### src/core/hpsi_defines.svh
// constants for the hot-plug slot interface: positions, reset values and timing counts
`ifndef HPSI_DEFINES_SVH
`define HPSI_DEFINES_SVH

// clock and debounce timing
`define HPSI_CLK_KHZ          20000
`define HPSI_DEBOUNCE_MS      8
`define HPSI_DEBOUNCE_CYCLES  (`HPSI_DEBOUNCE_MS * `HPSI_CLK_KHZ)

// synchroniser vector layout
`define HPSI_PIN_W            6
`define HPSI_PIN_FAULT        5
`define HPSI_PIN_PRES_A       4
`define HPSI_PIN_PRES_B       3
`define HPSI_PIN_LATCH        2
`define HPSI_PIN_BUTTON       1
`define HPSI_PIN_FAST         0
`define HPSI_PIN_IDLE         6'h3e

// debounced switch vector layout
`define HPSI_SW_W             4
`define HPSI_SW_PRES_A        3
`define HPSI_SW_PRES_B        2
`define HPSI_SW_LATCH         1
`define HPSI_SW_BUTTON        0
`define HPSI_SW_IDLE          4'hf

// configured slot count that selects the direct mode
`define HPSI_SLOT_CNT_W       4
`define HPSI_DIRECT_SLOTS     4'h1

// output reset values
`define HPSI_RST_SLOT_RESET_N 1'h0
`define HPSI_RST_POWER_EN     1'h0
`define HPSI_RST_IND_N        1'h1

`endif

### src/core/hpsi_pkg.sv
// types for the hot-plug slot interface
package hpsi_pkg;

	// board power class as seen on the two presence pins
	typedef enum logic [1:0] {
		HPSI_NO_BOARD,
		HPSI_BOARD_25W,
		HPSI_BOARD_15W,
		HPSI_BOARD_7W5
	} hpsi_pwr_class_t;

	// presence pin pair to power class
	function automatic hpsi_pwr_class_t hpsi_decode_presence(input logic pres_a_n, input logic pres_b_n);
		hpsi_pwr_class_t cls;
		cls = HPSI_NO_BOARD;
		unique case ({pres_a_n, pres_b_n})
			2'h3: cls = HPSI_NO_BOARD;
			2'h1: cls = HPSI_BOARD_25W;
			2'h2: cls = HPSI_BOARD_15W;
			2'h0: cls = HPSI_BOARD_7W5;
		endcase
		return cls;
	endfunction

endpackage

### src/core/hpsi_debounce.sv
// shared stability filter for the slot switch inputs
`timescale 1ns/100ps
`default_nettype none
`include "hpsi_defines.svh"

module hpsi_debounce #(
	parameter int unsigned STABLE_CYCLES = `HPSI_DEBOUNCE_CYCLES
) (
	input  wire logic                  clock_i,
	input  wire logic                  rst_i,
	input  wire logic [`HPSI_SW_W-1:0] sample_i,   // already synchronised
	output logic      [`HPSI_SW_W-1:0] stable_o    // accepted switch state
);
	localparam int CW = $clog2(STABLE_CYCLES + 1);
	localparam logic [CW-1:0] LAST_CNT = CW'(STABLE_CYCLES - 1);

	logic [`HPSI_SW_W-1:0] last_r;   // most recent sample
	logic [CW-1:0]         cnt_r;    // cycles the sample has held
	logic                  moved;    // any switch changed this cycle
	logic                  settled;  // full interval elapsed

	assign moved   = (sample_i != last_r);
	assign settled = (cnt_r == LAST_CNT);

	// one timer for all switches: a change anywhere restarts it
	always_ff @(posedge clock_i or posedge rst_i) begin
		if (rst_i) begin
			last_r <= `HPSI_SW_IDLE;
			cnt_r  <= '0;
		end else if (moved) begin
			last_r <= sample_i;
			cnt_r  <= '0;
		end else if (!settled) begin
			cnt_r  <= cnt_r + CW'(1);
		end
	end

	// accept only after the whole quiet interval
	always_ff @(posedge clock_i or posedge rst_i) begin
		if (rst_i) begin
			stable_o <= `HPSI_SW_IDLE;
		end else if (settled && !moved) begin
			stable_o <= last_r;
		end
	end

	property p_accept_after_interval;
		@(posedge clock_i) disable iff (rst_i)
		(stable_o != $past(stable_o)) |-> ($past(cnt_r) == LAST_CNT && $past(last_r) == stable_o);
	endproperty
	a_accept_after_interval: assert property (p_accept_after_interval) else $error("switch accepted early");

	property p_restart_on_change;
		@(posedge clock_i) disable iff (rst_i)
		moved |=> (cnt_r == '0);
	endproperty
	a_restart_on_change: assert property (p_restart_on_change) else $error("timer not restarted");

	c_accept: cover property (@(posedge clock_i) disable iff (rst_i) stable_o != $past(stable_o));

endmodule // hpsi_debounce
`default_nettype wire

### src/core/hpsi_slot_if.sv
// slot-side hot-plug interface for a single directly driven slot
`timescale 1ns/100ps
`default_nettype none
`include "hpsi_defines.svh"

module hpsi_slot_if
	import hpsi_pkg::*;
#(
	parameter int unsigned DEBOUNCE_CYCLES = `HPSI_DEBOUNCE_CYCLES
) (
	input  wire logic                       clock_i,
	input  wire logic                       rst_i,
	// slot pins
	input  wire logic                       seg_power_fault_n_i,
	input  wire logic                       seg_presence_a_n_i,
	input  wire logic                       seg_presence_b_n_i,
	input  wire logic                       seg_latch_sensor_n_i,
	input  wire logic                       seg_attention_button_n_i,
	input  wire logic                       seg_card_fast_capable_i,
	output logic                            seg_slot_power_enable_o,
	output logic                            seg_slot_reset_n_o,
	output logic                            seg_power_indicator_n_o,
	output logic                            seg_attention_indicator_n_o,
	// controller side, same clock
	input  wire logic [`HPSI_SLOT_CNT_W-1:0] slot_count_i,
	input  wire logic                       fault_response_en_i,
	input  wire logic                       fault_clear_i,
	input  wire logic                       power_cmd_i,
	input  wire logic                       bus_connect_cmd_i,
	input  wire logic                       slot_run_cmd_i,
	input  wire logic                       power_indicator_on_i,
	input  wire logic                       attention_indicator_on_i,
	output logic                            direct_mode_o,
	output logic                            bus_connect_o,
	output logic                            fault_trip_o,
	output logic                            fault_seen_o,
	output hpsi_pwr_class_t                 card_power_class_o,
	output logic                            latch_closed_o,
	output logic                            attention_request_o,
	output logic                            card_fast_capable_o
);

	logic [`HPSI_PIN_W-1:0] pin_s1_r;      // first sync stage, read only by stage two
	logic [`HPSI_PIN_W-1:0] pin_s2_r;      // synchronised pins
	logic [`HPSI_SW_W-1:0]  sw_sample;     // synced switches for the filter
	logic [`HPSI_SW_W-1:0]  sw_stable;     // filtered switches
	logic                   button_prev_r; // last filtered button level
	logic                   fault_act;     // fault pin asserted
	logic                   direct_mode;   // single directly driven slot
	logic                   trip_nxt;
	logic                   seen_nxt;
	logic                   reset_n_nxt;
	logic                   power_en_nxt;
	logic                   connect_nxt;
	logic                   button_press;

	// two flip-flops on every pin before any logic looks at it
	always_ff @(posedge clock_i or posedge rst_i) begin
		if (rst_i) begin
			pin_s1_r <= `HPSI_PIN_IDLE;
			pin_s2_r <= `HPSI_PIN_IDLE;
		end else begin
			pin_s1_r <= {seg_power_fault_n_i, seg_presence_a_n_i, seg_presence_b_n_i,
				seg_latch_sensor_n_i, seg_attention_button_n_i, seg_card_fast_capable_i};
			pin_s2_r <= pin_s1_r;
		end
	end

	// switch inputs go through the shared filter
	assign sw_sample = {pin_s2_r[`HPSI_PIN_PRES_A], pin_s2_r[`HPSI_PIN_PRES_B],
		pin_s2_r[`HPSI_PIN_LATCH], pin_s2_r[`HPSI_PIN_BUTTON]};

	hpsi_debounce #(
		.STABLE_CYCLES (DEBOUNCE_CYCLES)
	) u_debounce (
		.clock_i  (clock_i),
		.rst_i    (rst_i),
		.sample_i (sw_sample),
		.stable_o (sw_stable)
	);

	// fault is not filtered: a slow reaction could damage the card
	assign fault_act    = ~pin_s2_r[`HPSI_PIN_FAULT];
	assign direct_mode  = (slot_count_i == `HPSI_DIRECT_SLOTS);
	// a fault in the clearing cycle keeps the flag: set wins
	assign trip_nxt     = (fault_trip_o & ~fault_clear_i) | (fault_act & fault_response_en_i);
	assign seen_nxt     = (fault_seen_o & ~fault_clear_i) | fault_act;
	// outside direct mode the slot stays held in reset, unpowered
	assign reset_n_nxt  = direct_mode & slot_run_cmd_i & ~trip_nxt;
	assign connect_nxt  = direct_mode & bus_connect_cmd_i & ~trip_nxt;
	assign power_en_nxt = direct_mode & power_cmd_i;
	assign button_press = button_prev_r & ~sw_stable[`HPSI_SW_BUTTON];

	// slot control outputs, all from flip-flops
	always_ff @(posedge clock_i or posedge rst_i) begin
		if (rst_i) begin
			seg_slot_reset_n_o          <= `HPSI_RST_SLOT_RESET_N;
			seg_slot_power_enable_o     <= `HPSI_RST_POWER_EN;
			seg_power_indicator_n_o     <= `HPSI_RST_IND_N;
			seg_attention_indicator_n_o <= `HPSI_RST_IND_N;
			bus_connect_o               <= 1'h0;
			direct_mode_o               <= 1'h0;
		end else begin
			seg_slot_reset_n_o          <= reset_n_nxt;
			seg_slot_power_enable_o     <= power_en_nxt;
			seg_power_indicator_n_o     <= ~(direct_mode & power_indicator_on_i);
			seg_attention_indicator_n_o <= ~(direct_mode & attention_indicator_on_i);
			bus_connect_o               <= connect_nxt;
			direct_mode_o               <= direct_mode;
		end
	end

	// fault flags: trip forces isolation, seen is status only
	always_ff @(posedge clock_i or posedge rst_i) begin
		if (rst_i) begin
			fault_trip_o <= 1'h0;
			fault_seen_o <= 1'h0;
		end else begin
			fault_trip_o <= trip_nxt;
			fault_seen_o <= seen_nxt;
		end
	end

	// slot status decoded from filtered switches; speed capability taken from the synchronised pin
	always_ff @(posedge clock_i or posedge rst_i) begin
		if (rst_i) begin
			card_power_class_o  <= HPSI_NO_BOARD;
			latch_closed_o      <= 1'h0;
			attention_request_o <= 1'h0;
			button_prev_r       <= 1'h1;
			card_fast_capable_o <= 1'h0;
		end else begin
			card_power_class_o  <= hpsi_decode_presence(sw_stable[`HPSI_SW_PRES_A],
				sw_stable[`HPSI_SW_PRES_B]);
			latch_closed_o      <= ~sw_stable[`HPSI_SW_LATCH];
			attention_request_o <= button_press;
			button_prev_r       <= sw_stable[`HPSI_SW_BUTTON];
			card_fast_capable_o <= pin_s2_r[`HPSI_PIN_FAST];
		end
	end

	// checks
	property p_fault_isolate;
		@(posedge clock_i) disable iff (rst_i)
		(fault_act && fault_response_en_i) |=> (!seg_slot_reset_n_o && !bus_connect_o && fault_trip_o);
	endproperty
	a_fault_isolate: assert property (p_fault_isolate) else $error("fault did not isolate slot");

	property p_fault_gated;
		@(posedge clock_i) disable iff (rst_i)
		(fault_act && !fault_response_en_i && !fault_trip_o) |=> (!fault_trip_o && fault_seen_o);
	endproperty
	a_fault_gated: assert property (p_fault_gated) else $error("disabled fault response acted");

	property p_presence_decode;
		@(posedge clock_i) disable iff (rst_i)
		card_power_class_o == hpsi_decode_presence($past(sw_stable[`HPSI_SW_PRES_A]),
			$past(sw_stable[`HPSI_SW_PRES_B]));
	endproperty
	a_presence_decode: assert property (p_presence_decode) else $error("wrong power class");

	property p_latch_sense;
		@(posedge clock_i) disable iff (rst_i)
		latch_closed_o == !$past(sw_stable[`HPSI_SW_LATCH]);
	endproperty
	a_latch_sense: assert property (p_latch_sense) else $error("latch sense inverted");

	property p_attention_pulse;
		@(posedge clock_i) disable iff (rst_i)
		$fell(sw_stable[`HPSI_SW_BUTTON]) |=> attention_request_o ##1 !attention_request_o;
	endproperty
	a_attention_pulse: assert property (p_attention_pulse) else $error("attention request missing");

	property p_fast_sample;
		@(posedge clock_i) disable iff (rst_i)
		$rose(seg_card_fast_capable_i) ##1 seg_card_fast_capable_i[*2] |=> card_fast_capable_o;
	endproperty
	a_fast_sample: assert property (p_fast_sample) else $error("speed capability not sampled");

	property p_power_enable;
		@(posedge clock_i) disable iff (rst_i)
		// the first edge after reset still shows the reset value, not the command
		!$past(rst_i) |-> ($past(direct_mode && power_cmd_i) == seg_slot_power_enable_o);
	endproperty
	a_power_enable: assert property (p_power_enable) else $error("power enable mismatch");

	property p_indicators;
		@(posedge clock_i) disable iff (rst_i)
		(!direct_mode) |=> (seg_power_indicator_n_o && seg_attention_indicator_n_o && !seg_slot_power_enable_o
			&& !seg_slot_reset_n_o);
	endproperty
	a_indicators: assert property (p_indicators) else $error("slot driven outside direct mode");

	property p_reset_state;
		@(posedge clock_i)
		rst_i |-> (!seg_slot_reset_n_o && !seg_slot_power_enable_o && seg_power_indicator_n_o
			&& seg_attention_indicator_n_o);
	endproperty
	a_reset_state: assert property (p_reset_state) else $error("bad slot state in reset");

	c_fault_trip: cover property (@(posedge clock_i) disable iff (rst_i) $rose(fault_trip_o));
	c_button: cover property (@(posedge clock_i) disable iff (rst_i) attention_request_o);
	c_run: cover property (@(posedge clock_i) disable iff (rst_i) seg_slot_reset_n_o && seg_slot_power_enable_o);

endmodule // hpsi_slot_if
`default_nettype wire

### config.mk
export PLATFORM = sky130hd
export DESIGN_NAME = hpsi_slot_if
export DESIGN_NICKNAME = d
export VERILOG_FILES = /design/src/core/hpsi_pkg.sv /design/src/core/hpsi_debounce.sv /design/src/core/hpsi_slot_if.sv
export VERILOG_INCLUDE_DIRS = /design/src /design/src/core
export SDC_FILE = /design/constraint.sdc
export NUM_CORES = 1
export LEC_CHECK = 0
export BUFFER_PORTS_ARGS = -buffer_cell sky130_fd_sc_hd__buf_2
export CAP_MARGIN = 10
export CORE_MARGIN = 2
export CORE_UTILIZATION = 59
export CTS_CLUSTER_SIZE = 8
export DETAILED_ROUTE_END_ITERATION = 8
export PLACE_DENSITY = 0.82
export SLEW_MARGIN = 15
export SYNTH_ARGS = -nofsm -noshare
export SYNTH_HDL_FRONTEND = slang
export SYNTH_SLANG_ARGS = --single-unit
### constraint.sdc
create_clock -name clock_i -period 3.4 [get_ports clock_i]
set_clock_uncertainty 0.05 [all_clocks]
set_input_delay 0.68 -clock clock_i [delete_from_list [all_inputs] [get_ports clock_i]]
set_output_delay 0.68 -clock clock_i [all_outputs]
set_load 0.005 [all_outputs]
; ---- Word level (Yosys, flattened, before mapping)
; Cells that the tools add are included.
; W data, S select, Z words.
[word_totals]
output_inout_bits = 13
register_bits = 52
inputBits = 19
[op_classes]
bitwise_logic = 20
n_addsub = 1
n_reduce_logical = 3
n_mux = 3
eq_ne = 7
[ops]
columns = op, n
row1 = $mux W18, 2
row2 = $add A18 B1 Y18 const B, 1
row3 = $eq A18 B18 Y1 const B, 1
row4 = $and A1 B1 Y1, 11
row5 = $pmux W2 S4, 1
row6 = $not A1 Y1, 7
row7 = $eq A2 B2 Y1 const B, 2
row8 = $eq A4 B1 Y1 const B, 1
row9 = $ne A4 B4 Y1, 1
row10 = $eq A2 B1 Y1 const B, 1
row11 = $logic_not A2 Y1, 1
row12 = $ne A2 B1 Y1 const B, 1
row13 = $or A1 B1 Y1, 2
row14 = $logic_and A1 B1 Y1, 1
row15 = $logic_not A1 Y1, 1

; ---- Longest topological paths before layout
; Gate-level depths: netlist (run 1).
[depth]
word_depth = 5
depth_mapped = 5

; ---- Modules after synthesis
; From an unflattened synthesis (run 1), not the netlist that was laid out.
[hier_totals]
hier_cells = 171
hier_area_um2 = 2123.3
[modules_own_cells]
columns = mod, cells_per_inst, area_each_um2, n_inst, seq_area_each_um2
row1 = hpsi_debounce, 129, 1343.8, 1, 660.6
row2 = hpsi_slot_if, 42, 779.5, 1, 666.9

; ---- Worst setup path after synthesis (run 1)
; OpenSTA, ideal clock, no wires.
[synth_timing]
kind = register to register
start = register u_debounce.last_r[2]
end = register u_debounce.stable_o[3]
period_less_slack_ps = 1719
path_stages_with_launch = 5
t_arrival_ps = 1587
path_slack_ps = 1681
t_required_ps = 3268
setup_ps = 82
path_cell_list = dfstp_2 xnor2_1 nand4_1 nor3_4 mux2_2
[synth_via]
elab_chain_len = 3
[synth_lines]
columns = item, line
row1 = "start, declared", hpsi_debounce.sv:17  ; logic [`HPSI_SW_W-1:0] last_r;
row2 = "start signal, assigned", hpsi_debounce.sv:28  ; last_r <= `HPSI_SW_IDLE;
row3 = "start signal, assigned", hpsi_debounce.sv:31  ; last_r <= sample_i;
row4 = $ne A4 B4 Y1, hpsi_debounce.sv:22  ; assign moved = (sample_i != last_r);
row5 = $logic_not A1 Y1, hpsi_debounce.sv:42  ; end else if (settled && !moved) begin
row6 = $logic_and A1 B1 Y1, hpsi_debounce.sv:42
row7 = "end signal, assigned", hpsi_debounce.sv:41  ; stable_o <= `HPSI_SW_IDLE;
row8 = "end signal, assigned", hpsi_debounce.sv:43  ; stable_o <= last_r;
row9 = "end, declared", hpsi_debounce.sv:12  ; output logic [`HPSI_SW_W-1:0] stable_o
; No other way between the ends.
; A chain may end at the register's enable or synchronous reset.

; ---- Worst setup path after layout (run 1)
[layout_timing]
start = register u_debounce.cnt_r[0]
end = register u_debounce.cnt_r[0]
[layout_via]
elab_chain_len = 3
word_cells_on_any_way = 5
cone_classes = add/sub (1) / eq/ne (2) / mux (2)
[layout_lines]
columns = item, line
row1 = "start, declared", hpsi_debounce.sv:18  ; logic [CW-1:0] cnt_r;
row2 = "start signal, assigned", hpsi_debounce.sv:34  ; cnt_r <= cnt_r + CW'(1);
row3 = $add A18 B1 Y18, hpsi_debounce.sv:34
row4 = $mux W18, hpsi_debounce.sv:33  ; end else if (!settled) begin
row5 = $mux W18, hpsi_debounce.sv:30  ; end else if (moved) begin
; Several ways; a longest one is shown, not always the timed one. The select of a mux whose other input is x is not followed.

==> reports/metrics.csv, run 1 <==
metric;value;unit
power_density;445.0;nW/um^2
endpoint_kind;register;
grt_pass1_wl;6216;um
clock_power_share;34.7;%
pin_count;32;
start_kind;register;
final_net_count;222;
wl_per_cell;14.65;um
initial_core_util;62.17;%
crit_required;3.64;ns
first_iter_violations;91;
slew_viol_final;0;
power_switching;0.2285;mW
async_flop_share;100.0;%
drt_first_pass_iters;4;
core-area;3363;sq um
clock_latency;0.37;ns
stdcell_area;2380;sq um
hold_viol_final;0;
path_clk_slew;0.14;ns
crit_fanout;7;
syn_avg_cell_area;12.30;sq um
fin_crit_sh;56.73;%
utilization;70.76;%
pwr-share-comb;4.1;%
worst_pin_slew;1.008;ns
cts_hold_buf;0;
synth_edf_count;0;
gp_congestion;0.8774;
holdWs;0.3163;ns
fmax;0.5184;GHz
die_w;63.53;um
clockBufferDepth;2;
hp-class;reg2reg;
arrival;2.17;ns
crit_buf_inv;0;
cts_tree;built;
power;1.059;mW
yosys_most_used_dff;dfrtp_1;
min_from;pin_s1_r[3]$_DFF_PP1_;
worstRegToRegCells;5;
io_buffers;31;
grt_pass1_vias;1413;
clock-sinks;52;
syn_inst;170;
antenna_found_initial;0;
cts-buffers-inserted;5;
period_needed;1.929;ns
cts_setup_buffers;0;
outcome;finished clean;
dpl.hpwl;2510;um
drt_wl_total;3649;um
h-tree-depth;2;
die_h;63.53;um
drv_cap;0;
p_int;0.8306;mW
synth-warning-count;0;
drtAntennaViolNets;0;
drcViolationCount;0;
post_cts_resized;0;
rsz0062_at_grt;no;
worstSetupPathType;reg2reg;
setup_viol;0;
synth_nets;190;
cts_root_buf;clkbuf_4;
switching_share;21.58;%
leakage;1.023;nW
yosysSeqAreaShare;63.49;%
dieArea;4036;sq um
max_slew_margin;32.67;%
antennaDiodeCount;0;
ff2ff_setup_slack;1.47;ns
slowest_stage;nor2_1;
cp_top_family;simple AND/OR/NAND/NOR gates;
synth-seq-cells;52;
fin_setup_tns;0;ns
synth_cell_types;42;
overflow;0;
vias;1384;
register_area;1328;sq um
syn_area;2091;sq um
via_per_inst;5.558;
area_growth;13.82;%
ir_drop;0.3538;mV
cpPeakStageDelay;0.48;ns
r2r-end;u_debounce.cnt_r[0]$_DFFE_PP0P_;
seqPwrFrac;61.1;%
nFillCells;264;
worstPathCellList;ha_1, nand4_1, nor2_1, a21boi_0, nor3_1;
rows;21;
place_area;2283;sq um
multi_input_area;709.4;sq um
drive_gt1_share;34.98;%
grt_max_degree;53;
holdPathEnd;pin_s2_r[3]$_DFF_PP1_;
holdPathStages;0;
grtUsageTotal;20.19;%
timing.rr.start;u_debounce.cnt_r[0]$_DFFE_PP0P_;
## cells by family after synthesis
| family | count (synthesis) | synth area share [%] |
|---|---|---|
| DFF | 52 | 63.49 |
| buffers and inverters | 14 | 2.573 |
| adders and majority gates | 1 | 0.5983 |
| muxes | 7 | 3.591 |
| and+or+nand+nor | 63 | 18.37 |
| AOI/OAI and AO/OA | 23 | 7.182 |
| xor gates and xnor gates | 10 | 4.189 |
## flip-flops by register name, indices dropped and copies added (netlist names)
name,count
seg_attention_indicator_n_o,1
bus_connect_o,1
fault_seen_o,1
u_debounce.last_r,4
fault_trip_o,1
attention_request_o,1
button_prev_r,1
seg_power_indicator_n_o,1
card_fast_capable_o,1
pin_s1_r,6
u_debounce.stable_o,4
u_debounce.cnt_r,18
card_power_class_o,2
seg_slot_reset_n_o,1
pin_s2_r,6
direct_mode_o,1
latch_closed_o,1
seg_slot_power_enable_o,1
## area by class of cell
| type | count | share of cell area, % |
|---|---|---|
| inverter | 7 | 1.104 |
| clock inverter | 1 | 0.3680 |
| clock buffer | 7 | 3.680 |
| timing repair buffer | 32 | 6.835 |
| multi-input combinational | 104 | 29.81 |
| sequential | 52 | 55.78 |
| tap | 46 | 2.419 |
## power by group through the flow
| stage | Sequential [mW] | Clock (mW) | Combinational, mW |
|---|---|---|---|
| floorplan | 0.657 | 0 | 0.0253 |
| global placement | 0.657 | 0 | 0.0426 |
| detailed placement | 0.658 | 0 | 0.0451 |
| CTS | 0.648 | 0.376 | 0.0452 |
| global route | 0.649 | 0.398 | 0.0505 |
| finish | 0.647 | 0.368 | 0.0438 |
## synth_stat cells (2+ instances only)
| master | number | area (sq um) |
|---|---|---|
| a211oi_1 | 3 | 22.52 |
| a21oi_1 | 6 | 30.03 |
| and3_1 | 5 | 31.28 |
| and4_1 | 2 | 17.52 |
| clkbuf_1 | 6 | 22.52 |
| dfrtp_1 | 31 | 775.7 |
| dfstp_2 | 21 | 551.8 |
| inv_1 | 7 | 26.28 |
| mux2_1 | 3 | 33.78 |
| mux2i_1 | 3 | 30.03 |
| nand2_1 | 13 | 48.80 |
| nand2b_1 | 3 | 18.77 |
| nand3_1 | 6 | 30.03 |
| nand4_1 | 4 | 25.02 |
| nor2_1 | 7 | 26.28 |
| nor3_1 | 6 | 30.03 |
| nor4_1 | 3 | 18.77 |
| o21ai_0 | 7 | 35.03 |
| or3_1 | 3 | 18.77 |
| xnor2_1 | 9 | 78.83 |
## routing by layer
| layer | wire length [um] | vias to the layer above | share of wire (%) | GRT usage (%) |
|---|---|---|---|---|
| met5 | 0 | - | 0 | 0 |
| met4 | 87 | 0 | 2.4 | 9.239 |
| met3 | 135 | 10 | 3.7 | 5.179 |
| met2 | 1965 | 39 | 54 | 36.18 |
| met1 | 1462 | 676 | 40 | 22.32 |
| li1 | - | 659 | - | - |
## worst register-to-register path, delay by kind of cell (launching register included)
| family | cells | cell delay, ns |
|---|---|---|
| adders and majority gates | 1 | 0.22 |
| DFF | 1 | 0.44 |
| and+or+nand+nor | 3 | 0.96 |
| AOI/OAI and AO/OA | 1 | 0.19 |
## cells in the final DEF, fill, tap and decap left out, types with 6 or more instances in the layout
cell / count
dfrtp_1: 31
nand3_1: 6
nor2_1: 7
xnor2_1: 9
inv_1: 6
a21oi_1: 6
buf_2: 31
dfstp_2: 21
o21ai_0: 7
nand2_1: 13
nor3_1: 6
## through the flow
stage,setup WS (ns),instances
after floorplan,1.447,170
after global placement,1.627,241
after detailed placement,1.503,241
after CTS,1.468,249
after global routing,1.224,249
final,1.471,249
## how the worst max path moves through the flow
stage,from,end,slack [ns],cells past startpoint
after detailed placement,u_debounce.cnt_r[0]$_DFFE_PP0P_,u_debounce.cnt_r[0]$_DFFE_PP0P_,1.50,5
final,u_debounce.cnt_r[0]$_DFFE_PP0P_,u_debounce.cnt_r[0]$_DFFE_PP0P_,1.47,5
after floorplan,rst_i,attention_request_o$_DFF_PP0_,1.45,1
after global routing,u_debounce.cnt_r[0]$_DFFE_PP0P_,u_debounce.cnt_r[4]$_DFFE_PP0P_,1.22,5
after CTS,u_debounce.cnt_r[0]$_DFFE_PP0P_,u_debounce.cnt_r[0]$_DFFE_PP0P_,1.47,5
after global placement,slot_count_i[1],bus_connect_o$_DFF_PP0_,1.63,3
(Power assumes the default switching activity.)
==> inputs of run 2 (changes only) <==
--- a/config.mk
+++ b/config.mk
@@ -9,10 +9,10 @@
 export BUFFER_PORTS_ARGS = -buffer_cell sky130_fd_sc_hd__buf_2
 export CAP_MARGIN = 10
 export CORE_MARGIN = 2
-export CORE_UTILIZATION = 59
+export CORE_UTILIZATION = 50
 export CTS_CLUSTER_SIZE = 8
 export DETAILED_ROUTE_END_ITERATION = 8
-export PLACE_DENSITY = 0.82
+export PLACE_DENSITY = 0.74
 export SLEW_MARGIN = 15
 export SYNTH_ARGS = -nofsm -noshare
 export SYNTH_HDL_FRONTEND = slang
==> constraint.sdc (replaced) <==
create_clock -name clock_i -period 1.7 [get_ports clock_i]
set_clock_uncertainty 0.05 [all_clocks]
set_input_delay 0.34 -clock clock_i [delete_from_list [all_inputs] [get_ports clock_i]]
set_output_delay 0.34 -clock clock_i [all_outputs]
set_load 0.005 [all_outputs]
==> reports/metrics.csv, run 2 (synthesized netlist as in run 1, its figures left out) <==
metric;value;unit;change
outcome;finished with violations;;
violations;setup timing;;
first_iter_violations;87;;-4.4%
pwr-share-comb;5.2;%;+1.1 points
clock_power_share;37.6;%;+2.9 points
wl_per_cell;15.79;um;+7.7%
final_cell_mix;dfrtp_1 (31), buf_2 (31), buf_4 (25), dfstp_2 (21), nand2_1 (13);;
drt_first_pass_iters;4;;unchanged
hp-class;in2reg;;
highest_layer;met4;;
met2WireLength;2437;um;+24%
worstSetupPathType;reg2reg;;
ir_drop;0.7635;mV;+120%
rows;23;;+9.5%
core-area;4000;sq um;+19%
p_int;1.782;mW;+110%
wl_met1;1738;um;+19%
slew_viol_final;0;;unchanged
slowest_stage;dfrtp_1;;
rsz0062_at_grt;yes;;
gp_congestion;0.9280;;+5.8%
worstPathCellList;nor4b_4, nand3_2, nor3_4, mux2_2;;
seqPwrFrac;57.2;%;-3.9 points
initial_core_util;52.27;%;-9.9 points
switching_share;21.40;%;-0.18 points
drv_cap;0;;unchanged
via_per_inst;5.448;;-2.0%
antennaDiodeCount;0;;unchanged
grt_pass1_wl;7031;um;+13%
cp_top_family;simple AND/OR/NAND/NOR gates;;
largest_reg_flops;18;;unchanged
dieArea;4715;sq um;+17%
fin_crit_sh;105.1;%;+48 points
power_density;822.0;nW/um^2;+85%
cpPeakStageDelay;0.42;ns;-0.06 ns
drive_gt1_share;50.65;%;+16 points
clockBufferDepth;2;;unchanged
largest-register;u_debounce.cnt_r;;
grtUsageTotal;20.77;%;+0.58 points
vias;1531;;+11%
crit_fanout;4;;-3
drtAntennaViolNets;0;;unchanged
hold_viol_final;0;;unchanged
endpoint_kind;register;;
crit_required;1.89;ns;-1.75 ns
dpl.hpwl;2917;um;+16%
h-tree-depth;2;;unchanged
fmax;0.5595;GHz;+7.9%
cts_tree;built;;
leakage;1.225;nW;+20%
clock-sinks;52;;unchanged
pre_cts_ws;-0.08507;ns;-1.588 ns
die_w;68.67;um;+8.1%
layout_setup_ws;-0.08724;ns;-1.558 ns
power_switching;0.4851;mW;+110%
setup_viol;6;;+6
drt_wl_total;4436;um;+22%
reg_top3;u_debounce.cnt_r x18, pin_s1_r x6, pin_s2_r x6;;
grt_max_degree;37;;-30%
grt_pass1_vias;1541;;+9.1%
final_net_count;250;;+13%
die_h;68.67;um;+8.1%
drcViolationCount;0;;unchanged
overflow;0;;unchanged
period_needed;1.787;ns;-0.1417 ns
clock_latency;0.31;ns;-0.06 ns
antenna_found_initial;0;;unchanged
max_slew_margin;76.20;%;+44 points
arrival;1.98;ns;-0.19 ns
met3_length;122;um;-9.6%
pin_count;32;;unchanged
utilization;68.94;%;-1.8 points
worst_pin_slew;0.3565;ns;-0.6520 ns
io_buffers;31;;unchanged
holdWs;0.07229;ns;-0.2440 ns
cts-buffers-inserted;5;;unchanged
path_clk_slew;0.09;ns;-0.05 ns
cts_root_buf;clkbuf_8;;
start_kind;register;;
crit_buf_inv;0;;unchanged
area_growth;31.90;%;
run 2: cell count changes in the layout (fill, tap and decap cells not counted), sizes merged:
cell         before  now
dlygate4sd3       0    1
clkbuf            7    5
bufinv            0    1
clkinv            0    1
buf              32   59
run 2: final cells by class:
class	count	area, sq um
flip-flops and latches	52	1328
fillers	275	1242
multi-input cells	104	830.8
repair buffers	60	395.4
clock buffers	5	68.82
well taps	50	62.56
clock inverters	3	46.29
inverters	7	26.28
run 2: metal layers:
layer  up-vias  global-route usage (%)
met3        12                   4.221
li1        718                       -
met5         -                       0
met4         0                   8.500
met1       770                   23.10
met2        31                   38.34
run 2: worst paths after layout:
kind / cells past startpoint / slack (ns) / startpoint / end
max in group asynchronous: 4 / 0.56 / rst_i / pin_s2_r[2]$_DFF_PP1_
max: 4 / -0.09 / u_debounce.cnt_r[9]$_DFFE_PP0P_ / u_debounce.stable_o[3]$_DFFE_PP1P_
min in group asynchronous: 3 / 0.48 / rst_i / seg_slot_reset_n_o$_DFF_PP0_
min reg2reg: 0 / 0.31 / pin_s1_r[3]$_DFF_PP1_ / pin_s2_r[3]$_DFF_PP1_
min: 1 / 0.07 / seg_attention_button_n_i / pin_s1_r[1]$_DFF_PP1_
max reg2reg: 4 / -0.09 / u_debounce.cnt_r[9]$_DFFE_PP0P_ / u_debounce.stable_o[3]$_DFFE_PP1P_
run 2: repair_timing:
action | in CTS | in global routing
pin swaps | 3 | 8
cloned | 0 | 0
endpoints found under the hold margin | 11 | 0
buffers inserted | 3 | 2
resized for setup | 10 | 17
setup endpoints to repair | 9 | 14
hold buffers | 1 | 0
run 2: stage by stage:
stage,TNS (ns),area [sq um],power [mW],cells
after floorplan,0,2091,1.364,170
after global placement,-0.01395,2466,1.408,267
after detailed placement,-0.4275,2466,1.415,267
after CTS,-0.08389,2664,2.286,279
after global routing,-0.5683,2758,2.356,281
final,-0.2986,2758,2.267,281
run 2: power groups by stage:
| stage | clock network [mW] | registers (mW) | logic [mW] |
|---|---|---|---|
| 3_3_place_gp | 0 | 1.31 | 0.0949 |
| 5_1_grt | 0.926 | 1.30 | 0.130 |
| 4_1_cts | 0.875 | 1.30 | 0.114 |
| 6_report | 0.853 | 1.30 | 0.117 |
| 3_5_place_dp | 0 | 1.32 | 0.0992 |
| 2_1_floorplan | 0 | 1.31 | 0.0507 |
